`src/logic/fzio_pkg.sv`:
```
`default_nettype none
package fzio_pkg;
  // ==========================================================
  // Sizes
  localparam int NPIN_DEF = 8;
  localparam int ADDR_W = 5;
  localparam int DATA_W = 32;

  // ==========================================================
  // Register byte offsets
  localparam logic [ADDR_W-1:0] OFS_HOLD_EN = 5'h00;
  localparam logic [ADDR_W-1:0] OFS_PULL_EN = 5'h04;
  localparam logic [ADDR_W-1:0] OFS_PULL_UP = 5'h08;
  localparam logic [ADDR_W-1:0] OFS_OUT_TYPE = 5'h0C;
  localparam logic [ADDR_W-1:0] OFS_BIDIR_TYPE = 5'h10;
  localparam logic [ADDR_W-1:0] OFS_STATUS = 5'h14;
  localparam logic [ADDR_W-1:0] OFS_HELD_IN = 5'h18;
  localparam logic [ADDR_W-1:0] OFS_PAD_IN = 5'h1C;

  // ==========================================================
  // Status fields and reset values
  localparam int STAT_FROZEN_BIT = 0;
  localparam int STAT_PIN_BIT = 1;
  localparam logic [DATA_W-1:0] CFG_RST = 32'h0000_0000;
  localparam logic [DATA_W-1:0] RD_UNMAPPED = 32'h0000_0000;

  // ==========================================================
  // Freeze state
  typedef enum logic [1:0] {
    FZIO_ACTIVE = 2'b01,
    FZIO_FROZEN = 2'b10
  } fzio_state_t;
endpackage
`default_nettype wire

```
`src/logic/fzio_sync.sv`:
```
`timescale 1ns/10ps
`default_nettype none
module fzio_sync #(
  parameter int W = 1,
  parameter logic [W-1:0] RST = '0
) (
  input wire logic clk,
  input wire logic rst_n,
  input wire logic [W-1:0] d,
  output logic [W-1:0] q
);
  // ==========================================================
  // Two-stage synchroniser; first stage feeds only the second
  logic [W-1:0] meta_r;

  always_ff @(posedge clk) begin
    if (!rst_n) begin
      meta_r <= RST;
      q <= RST;
    end else begin
      meta_r <= d;
      q <= meta_r;
    end
  end
endmodule
`default_nettype wire

```
`src/logic/fzio_pad_cell.sv`:
```
`timescale 1ns/10ps
`default_nettype none
module fzio_pad_cell (
  input wire logic frozen,
  input wire logic is_out,
  input wire logic is_bidir,
  input wire logic core_oe,
  input wire logic held_oe,
  input wire logic hold_en,
  input wire logic pull_en,
  input wire logic pull_up,
  input wire logic core_out,
  input wire logic held_out,
  input wire logic held_in,
  input wire logic pad_in,
  output logic pad_o,
  output logic pad_oe,
  output logic pad_pu,
  output logic pad_pd,
  output logic core_in
);
  // ==========================================================
  // Per-pad decision, one per pin so each pin decides alone
  logic drive_mode;
  logic frz_out_mode;

  always_comb begin
    drive_mode = is_out | (is_bidir & core_oe);
    // Bidir direction is the one latched at entry: core may be idle now
    frz_out_mode = is_out | (is_bidir & held_oe);
    pad_o = core_out;
    pad_oe = drive_mode;
    pad_pu = 1'b0;
    pad_pd = 1'b0;
    core_in = pad_in;
    if (frozen) begin
      pad_o = 1'b0;
      pad_oe = 1'b0;
      if (frz_out_mode && hold_en) begin
        pad_pu = held_out;
        pad_pd = ~held_out;
      end else if (pull_en) begin
        pad_pu = pull_up;
        pad_pd = ~pull_up;
      end
      // Neither hold nor pull leaves the pad floating
      core_in = hold_en ? (frz_out_mode ? held_out : held_in) : 1'b1;
    end
  end
endmodule
`default_nettype wire

```
`src/logic/fzio_top.sv`:
```
`timescale 1ns/10ps
`default_nettype none
module fzio_top
  import fzio_pkg::*;
#(
  parameter int NPIN = fzio_pkg::NPIN_DEF
) (
  input wire logic clk,
  input wire logic rst_n,
  input wire logic freeze_request_pin,
  input wire logic [fzio_pkg::ADDR_W-1:0] avs_address,
  input wire logic avs_read,
  input wire logic avs_write,
  input wire logic [fzio_pkg::DATA_W-1:0] avs_writedata,
  output logic [fzio_pkg::DATA_W-1:0] avs_readdata,
  output logic avs_waitrequest,
  input wire logic [NPIN-1:0] core_out,
  input wire logic [NPIN-1:0] core_oe,
  output logic [NPIN-1:0] core_in,
  input wire logic [NPIN-1:0] pad_i,
  output logic [NPIN-1:0] pad_o,
  output logic [NPIN-1:0] pad_oe,
  output logic [NPIN-1:0] pad_pu,
  output logic [NPIN-1:0] pad_pd,
  output logic frozen
);
  import fzio_pkg::*;

  // ==========================================================
  // Declarations
  logic pin_s;
  logic freeze_req;
  logic [NPIN-1:0] pad_in_s;
  fzio_state_t state_r;
  fzio_state_t state_nxt;
  logic [NPIN-1:0] hold_en_r;
  logic [NPIN-1:0] pull_en_r;
  logic [NPIN-1:0] pull_up_r;
  logic [NPIN-1:0] out_type_r;
  logic [NPIN-1:0] bidir_type_r;
  logic [NPIN-1:0] held_in_r;
  logic [NPIN-1:0] held_out_r;
  logic [NPIN-1:0] held_oe_r;
  logic [NPIN-1:0] c_pad_o;
  logic [NPIN-1:0] c_pad_oe;
  logic [NPIN-1:0] c_pad_pu;
  logic [NPIN-1:0] c_pad_pd;
  logic [NPIN-1:0] c_core_in;
  logic [DATA_W-1:0] rd_word;
  logic bus_req;
  logic wr_take;
  logic is_frozen;

  function automatic logic [DATA_W-1:0] to_word(input logic [NPIN-1:0] v);
    logic [DATA_W-1:0] w;
    w = '0;
    w[NPIN-1:0] = v;
    return w;
  endfunction

  function automatic logic [NPIN-1:0] from_word(input logic [DATA_W-1:0] w);
    return w[NPIN-1:0];
  endfunction

  // ==========================================================
  // Pin synchronisers
  // The freeze pin has no pull path at all in this block
  fzio_sync #(.W(1), .RST(1'b1)) u_pin_sync (
    .clk(clk),
    .rst_n(rst_n),
    .d(freeze_request_pin),
    .q(pin_s)
  );

  fzio_sync #(.W(NPIN), .RST('0)) u_pad_sync (
    .clk(clk),
    .rst_n(rst_n),
    .d(pad_i),
    .q(pad_in_s)
  );

  assign freeze_req = ~pin_s;
  assign is_frozen = (state_r == FZIO_FROZEN);

  // ==========================================================
  // Freeze state machine
  always_comb begin
    state_nxt = state_r;
    unique case (state_r)
      FZIO_ACTIVE: begin
        if (freeze_req) begin
          state_nxt = FZIO_FROZEN;
        end
      end
      FZIO_FROZEN: begin
        if (!freeze_req) begin
          state_nxt = FZIO_ACTIVE;
        end
      end
      default: begin
        state_nxt = FZIO_ACTIVE;
      end
    endcase
  end

  always_ff @(posedge clk) begin
    if (!rst_n) begin
      state_r <= FZIO_ACTIVE;
    end else begin
      state_r <= state_nxt;
    end
  end

  // ==========================================================
  // Entry capture: pad inputs, last driven outputs, direction
  always_ff @(posedge clk) begin
    if (!rst_n) begin
      held_in_r <= '0;
      held_out_r <= '0;
      held_oe_r <= '0;
    end else if (state_r == FZIO_ACTIVE && freeze_req) begin
      held_in_r <= pad_in_s;
      held_out_r <= pad_o;
      held_oe_r <= core_oe;
    end
  end

  // ==========================================================
  // Pad cells
  for (genvar i = 0; i < NPIN; i++) begin : g_pad
    fzio_pad_cell u_cell (
      .frozen(is_frozen),
      .is_out(out_type_r[i]),
      .is_bidir(bidir_type_r[i]),
      .core_oe(core_oe[i]),
      .held_oe(held_oe_r[i]),
      .hold_en(hold_en_r[i]),
      .pull_en(pull_en_r[i]),
      .pull_up(pull_up_r[i]),
      .core_out(core_out[i]),
      .held_out(held_out_r[i]),
      .held_in(held_in_r[i]),
      .pad_in(pad_in_s[i]),
      .pad_o(c_pad_o[i]),
      .pad_oe(c_pad_oe[i]),
      .pad_pu(c_pad_pu[i]),
      .pad_pd(c_pad_pd[i]),
      .core_in(c_core_in[i])
    );
  end

  // Registered pad and core outputs: one cycle behind the cell
  always_ff @(posedge clk) begin
    if (!rst_n) begin
      pad_o <= '0;
      pad_oe <= '0;
      pad_pu <= '0;
      pad_pd <= '0;
      core_in <= '0;
      frozen <= 1'b0;
    end else begin
      pad_o <= c_pad_o;
      pad_oe <= c_pad_oe;
      pad_pu <= c_pad_pu;
      pad_pd <= c_pad_pd;
      core_in <= c_core_in;
      frozen <= is_frozen;
    end
  end

  // ==========================================================
  // Avalon-MM slave: one wait cycle, then a single answer cycle
  assign bus_req = avs_read | avs_write;
  assign wr_take = avs_write & ~avs_waitrequest;

  always_comb begin
    unique case (avs_address)
      OFS_HOLD_EN: rd_word = to_word(hold_en_r);
      OFS_PULL_EN: rd_word = to_word(pull_en_r);
      OFS_PULL_UP: rd_word = to_word(pull_up_r);
      OFS_OUT_TYPE: rd_word = to_word(out_type_r);
      OFS_BIDIR_TYPE: rd_word = to_word(bidir_type_r);
      OFS_HELD_IN: rd_word = to_word(held_in_r);
      OFS_PAD_IN: rd_word = to_word(pad_in_s);
      OFS_STATUS: begin
        rd_word = RD_UNMAPPED;
        rd_word[STAT_FROZEN_BIT] = is_frozen;
        rd_word[STAT_PIN_BIT] = pin_s;
      end
      default: rd_word = RD_UNMAPPED;
    endcase
  end

  always_ff @(posedge clk) begin
    if (!rst_n) begin
      avs_waitrequest <= 1'b1;
      avs_readdata <= '0;
    end else begin
      // Low for exactly one cycle, so a held request is not taken twice
      avs_waitrequest <= ~(bus_req & avs_waitrequest);
      if (avs_read && avs_waitrequest) begin
        avs_readdata <= rd_word;
      end
    end
  end

  // Configuration may change while frozen; it takes effect at once
  always_ff @(posedge clk) begin
    if (!rst_n) begin
      hold_en_r <= from_word(CFG_RST);
      pull_en_r <= from_word(CFG_RST);
      pull_up_r <= from_word(CFG_RST);
      out_type_r <= from_word(CFG_RST);
      bidir_type_r <= from_word(CFG_RST);
    end else if (wr_take) begin
      unique case (avs_address)
        OFS_HOLD_EN: hold_en_r <= from_word(avs_writedata);
        OFS_PULL_EN: pull_en_r <= from_word(avs_writedata);
        OFS_PULL_UP: pull_up_r <= from_word(avs_writedata);
        OFS_OUT_TYPE: out_type_r <= from_word(avs_writedata);
        OFS_BIDIR_TYPE: bidir_type_r <= from_word(avs_writedata);
        default: begin
        end
      endcase
    end
  end

  logic [NPIN-1:0] in_mode;
  logic [NPIN-1:0] hin_m;
  logic [NPIN-1:0] hout_m;
  logic [NPIN-1:0] pull_m;
  logic [NPIN-1:0] float_m;
  assign in_mode = ~out_type_r & ~(bidir_type_r & held_oe_r);
  assign hin_m = hold_en_r & in_mode;
  assign hout_m = hold_en_r & ~in_mode;
  assign pull_m = pull_en_r & ~hout_m;
  assign float_m = ~hout_m & ~pull_en_r;
endmodule
`default_nettype wire

```
`config.mk`:
```
export PLATFORM = sky130hd
export DESIGN_NAME = fzio_top
export DESIGN_NICKNAME = d
export VERILOG_FILES = /design/src/logic/fzio_pkg.sv /design/src/logic/fzio_sync.sv /design/src/logic/fzio_pad_cell.sv /design/src/logic/fzio_top.sv
export SDC_FILE = /design/constraint.sdc
export NUM_CORES = 1
export LEC_CHECK = 0
export BUFFER_PORTS_ARGS = -buffer_cell sky130_fd_sc_hd__clkbuf_2
export CAP_MARGIN = 30
export CORE_MARGIN = 2
export CORE_UTILIZATION = 40
export CTS_BUF_LIST = sky130_fd_sc_hd__clkbuf_16
export DETAILED_ROUTE_END_ITERATION = 16
export PLACE_DENSITY_LB_ADDON = 0.3
export SLEW_MARGIN = 20
export SYNTH_ARGS = -nofsm -noshare
export SYNTH_HDL_FRONTEND = slang
export SYNTH_SLANG_ARGS = --single-unit
```
`constraint.sdc`:
```
create_clock -name clk -period 2.6 [get_ports clk]
set_input_delay 0.26 -clock clk [delete_from_list [all_inputs] [get_ports clk]]
set_output_delay 0.26 -clock clk [all_outputs]
set_load 0.1 [all_outputs]
```
After elaboration in Yosys (flattened, before gate mapping)
Index checks and enable logic that the tools add are counted.

Bits in registers: 158. Input port bits: 66. Word-level logic and storage cells: 166.

Bitwise operators: 55. Equal/unequal tests: 11. Reductions and logical operators: 19. Multiplexer cells: 60.

Operators by type and width (count): $pmux W8 S8 (1); $mux W1 (56); $eq A5 B5 Y1 const B (4); $not A1 Y1 (20); $and A1 B1 Y1 (18); $or A1 B1 Y1 (17); $reduce_and A2 Y1 (7); $eq A5 B4 Y1 const B (2); $logic_and A1 B1 Y1 (10); $eq A5 B3 Y1 const B (1); $logic_not A5 Y1 (1); $mux W2 (2); $ne A2 B2 Y1 const B (2); $pmux W2 S2 (1); $eq A2 B1 Y1 const B (1); $eq A2 B2 Y1 const B (1); $reduce_or A2 Y1 (1).

Depth between registers and ports, before layout
Depth in word-level cells: 5. Depth in mapped cells: 7. Mapped depth without buffers: 4.

Hierarchy
Synthesis repeated with hierarchy kept, for this count alone.

Cells, all modules: 615. Area, all modules: 5997.0 um^2.

Modules (own cells, without submodules): fzio_top (times used 1, seq. area each 2322.2 um^2, cells each 466, area each 4697.0 um^2); fzio_pad_cell (times used 8, seq. area each 0.0 um^2, cells each 14, area each 100.1 um^2); fzio_sync (u_pad_sync) (times used 1, seq. area each 320.3 um^2, cells each 33, area each 446.7 um^2); fzio_sync (u_pin_sync) (times used 1, seq. area each 40.0 um^2, cells each 4, area each 52.6 um^2).

Worst setup path before layout
No wires, ideal clock.

Kind: register to register. From: reg avs_waitrequest. To: reg avs_readdata[2] (netlist name). Path slack: 0.633 ns. Required time: 2.526 ns. Cell stages (with the launch flop): 5. Path buffers: 0. Library setup time: 0.074 ns. Arrival time: 1.893 ns. Cells stage by stage: dfxtp_1 -> nand2_1 -> nor3_1 -> o21ai_0 -> a31oi_1.

Longest elaborated chain between the ends: 1.

RTL lines: from (decl) (line fzio_top.sv:16) `output logic avs_waitrequest,`; from (signal assigned) (line fzio_top.sv:200) `avs_waitrequest <= ~(bus_req & avs_waitrequest);`; $logic_and A1 B1 Y1 (line fzio_top.sv:201) `if (avs_read && avs_waitrequest) begin`; to (signal assigned) (line fzio_top.sv:202) `avs_readdata <= rd_word;`; to (decl) (line fzio_top.sv:15) `output logic [fzio_pkg::DATA_W-1:0] avs_readdata,`.

Every way passes these cells. A chain may end at the register's enable or synchronous reset.

Worst setup path after layout
From: reg avs_waitrequest. To: reg bidir_type_r[7].

Longest elaborated chain between the ends: 3.

RTL lines: $not A1 Y1 (line fzio_top.sv:174) `assign wr_take = avs_write & ~avs_waitrequest;`; $and A1 B1 Y1 (line fzio_top.sv:174); $reduce_and A2 Y1 (no line); to (signal assigned) (line fzio_top.sv:214) `bidir_type_r <= from_word(CFG_RST);`; to (signal assigned) (line fzio_top.sv:221) `OFS_BIDIR_TYPE: bidir_type_r <= from_word(avs_writedata);`; to (decl) (line fzio_top.sv:40) `logic [NPIN-1:0] bidir_type_r;`.

Every way passes these cells.

==> summary.md <==
| Metric | Value |
|---|---|
| Sequential cell area | `0.00268 mm^2` |
| Critical path's slowest cell | `nand4_2` |
| Worst EP required | `2.91 ns` |
| Worst setup path end | `bidir_type_r[7]` |
| Outcome | `complete, no violations` |
| Commonest non-fill, non-tap cell in the layout | `dfxtp_1` |
| Most frequent cells in the layout | `dfxtp_1 (134), clkbuf_2 (91), nand2_1 (67)` |
| First-pass GRT wire length | `22000 um` |
| CP startpoint kind | `flip-flop` |
| Mapped Cells | `589` |
| CP max stage delay | `~0.61 ns` |
| Antenna viol nets, final | `0` |
| Largest net degree at the start of global routing | `93` |
| CP Buf/Inv Count | `0` |
| Hold_buf cts | `0` |
| Post-DP HPWL | `9760 um` |
| Number of synthesized flops with an enable pin | `0` |
| PwrDens | `741 mW/mm^2` |
| Peak supply drop | `409 uV` |
| Vias in the first global route | `4244` |
| Flop-to-flop setup slack | `0.71 ns` |
| Critical path class | `flip-flop to flip-flop` |
| Clock sinks | `around 130` |
| Pins Over Slew Limit | `0` |
| CP Depth | `4` |
| Area taken by multi-input logic gates | `0.00269 mm^2` |
| Wire length per cell | `between 15 and 20 um` |
| Final hold vios | `0` |
| Final RePlAce weighted congestion | `0.863` |
| Post-synth ARST share | `0%` |
| Setup Skew | `0.00640 ns` |
| Synth warn | `0` |
| # H-tree levels | `4` |
| Fin nets | `about 750` |
| CTS tree | `yes` |
| Area growth syn-to-layout | `20.7%` |
| Postcts setup bufs | `0` |
| RSZ-0062 raised after global routing | `no` |
| Gr ovfl total | `0` |
| Yosys reg bits | `134` |
| Util after Layout | `49.2%` |
| Cell Chain, Critical Path | `nor2b_1 > nand4_2 > mux2i_1 > nor2b_1` |
| Top Family by Delay on Critical Path | `simple AND/OR/NAND/NOR gates` |
| Full die area | `0.0150 mm^2` |
| Capturing point of the worst reg2reg path | `bidir_type_r[7]` |
| Max clock buf depth | `2` |
| Port buffer count | `between 90 and 100` |
| Worst path arrival time | `2.20 ns` |
| Top_reg_cell synth | `dfxtp_1` |
| CTS Buf Count | `17` |
| Fill cell count | `1294` |
| # diodes | `0` |
| CP endpoint kind | `flip-flop` |
| Vias | `4389` |
| Final period util | `72.7%` |
| Setup TNS Final | `0 ns` |
| Clk root buf | `clkbuf_16` |
| Die Span Y | `123 um` |
| Final setup vio count | `0` |
| Leakage power | `0.00301 uW` |
| Yosys cell types | `just under 50` |
| Clock Latency Late Sink | `0.42 ns` |
| Syn Area/Cell | `9.56 um^2` |
| Post-route minimum period | `~1.9 ns` |
| Sequential area share after synthesis | `47.6%` |
| Maxcap violations | `0` |
| Critical Path Start | `avs_waitrequest` |
| Hold Slack | `between 0.03 and 0.04 ns` |
| Initial DRC count | `roughly 400` |
| Final WL | `between 10000 and 15000 um` |
| Hold Crit Class | `input port to flip-flop` |
| Post-cts resize count | `0` |
| Starting Density | `40.7%` |
| DR vias/cell | `between 5 and 6` |
| Layout cells sized above 1 | `22.6%` |
| IO Count | `140` |
| Initial antenna violation count | `0` |
| Reg2Reg Depth | `4` |
| Least-Margin Pin Slew | `~0.74 ns` |
| Relative slew slack | `50.9%` |
| DRC | `0` |
| Mapped cell area | `0.00563 mm^2` |
| # rows | `43` |
| Clk slew on worst S/H paths | `0.06 ns` |
| Max Fclk | `between 500 and 600 MHz` |
| GRT Overall Usage | `19.5%` |
| Max FO, Critical Path | `8` |
| Most used cell along the critical path | `nor2b_1` |
| Core ar. | `0.0138 mm^2` |
| Die width | `between 100 and 150 um` |
| RR Startpoint | `avs_waitrequest` |
| Drt first pass iters | `4` |
[report_power, final]
part | internal [uW] | switching, uW | leakage [uW]
sequential | 2090 | 23.0 | 0.00109
combinational | 92.9 | 367 | 0.00164
clock | 1590 | 873 | 0.000291
total | 3770 | 1260 | 0.00301
[cell usage after synthesis (3+ instances only)]
cell,number,share of area (%)
nand3b_1,7,0.93
mux2_2,7,1.4
clkbuf_1,20,1.3
and3b_1,3,0.47
mux2i_1,57,10
a21o_1,18,2.4
a21oi_1,35,3.1
or2_2,6,0.67
inv_1,4,0.27
and2_1,30,3.3
buf_2,3,0.27
a21boi_0,24,3.2
nor2b_1,48,5.3
nand2_1,67,4.5
dfxtp_1,134,48
nand3_1,21,1.9
nor2_1,16,1.1
buf_4,30,4.0
a31oi_1,9,1.0
o21ai_0,9,0.80
nand3_2,3,0.53
nand2b_1,3,0.33
[registers in the layout, indices dropped and copies added, names as in the netlist, 8 cells and up]
name               flops
pad_pu                 8
hold_en_r              8
held_in_r              8
held_out_r             8
u_pad_sync.q           8
bidir_type_r           8
pull_en_r              8
held_oe_r              8
pad_o                  8
avs_readdata           8
pull_up_r              8
pad_pd                 8
pad_oe                 8
core_in                8
u_pad_sync.meta_r      8
out_type_r             8
[how the worst min path moves through the flow]
stage	slack (ns)	startpoint	depth (start not counted)	to
after CTS	0.02	core_out[7]	2	pad_o[7]
after global routing	0.03	core_out[4]	2	pad_o[4]
after floorplan	0.36	freeze_request_pin	1	u_pin_sync.meta_r
after global placement	0.40	u_pin_sync.meta_r	1	u_pin_sync.q
final	0.03	freeze_request_pin	2	u_pin_sync.meta_r
after detailed placement	0.42	u_pin_sync.meta_r	1	u_pin_sync.q
[area by class of cell]
class | instances | share of cell area (%)
clock buffer | 17 | 6.26
timing repair buffer | 106 | 8.36
inverter | 4 | 0.221
multi-input combinational | 420 | 39.6
clock inverter | 15 | 2.74
sequential | 134 | 39.5
tap | 180 | 3.31
[stage by stage]
stage,total power (uW),worst slack (ns),cells,cell area (um^2)
after floorplan,2540,0.633,612,5720
after global placement,2610,0.766,844,6180
after detailed placement,2620,0.680,844,6180
after CTS,5070,0.750,876,6800
after global routing,5180,0.606,876,6800
final,5030,0.709,876,6800
[logic make-up after synthesis]
group / synth area share (%)
and+or+nand+nor: 21.5
xor gates and xnor gates: 0.156
buffers and inverters: 6.07
DFF: 47.6
AOI/OAI and AO/OA: 12.6
other: 0.0666
muxes: 11.9
[per-layer routing]
metal | vias to the layer above | track usage (%) | routed length [um]
met1 | 2051 | 24.2 | 6340
met2 | 149 | 31.9 | 6780
li1 | 2165 | - | -
met4 | 0 | 9.63 | 365
met3 | 24 | 4.55 | 840
met5 | - | 0 | 0
Power figures use the tool's default switching activity.
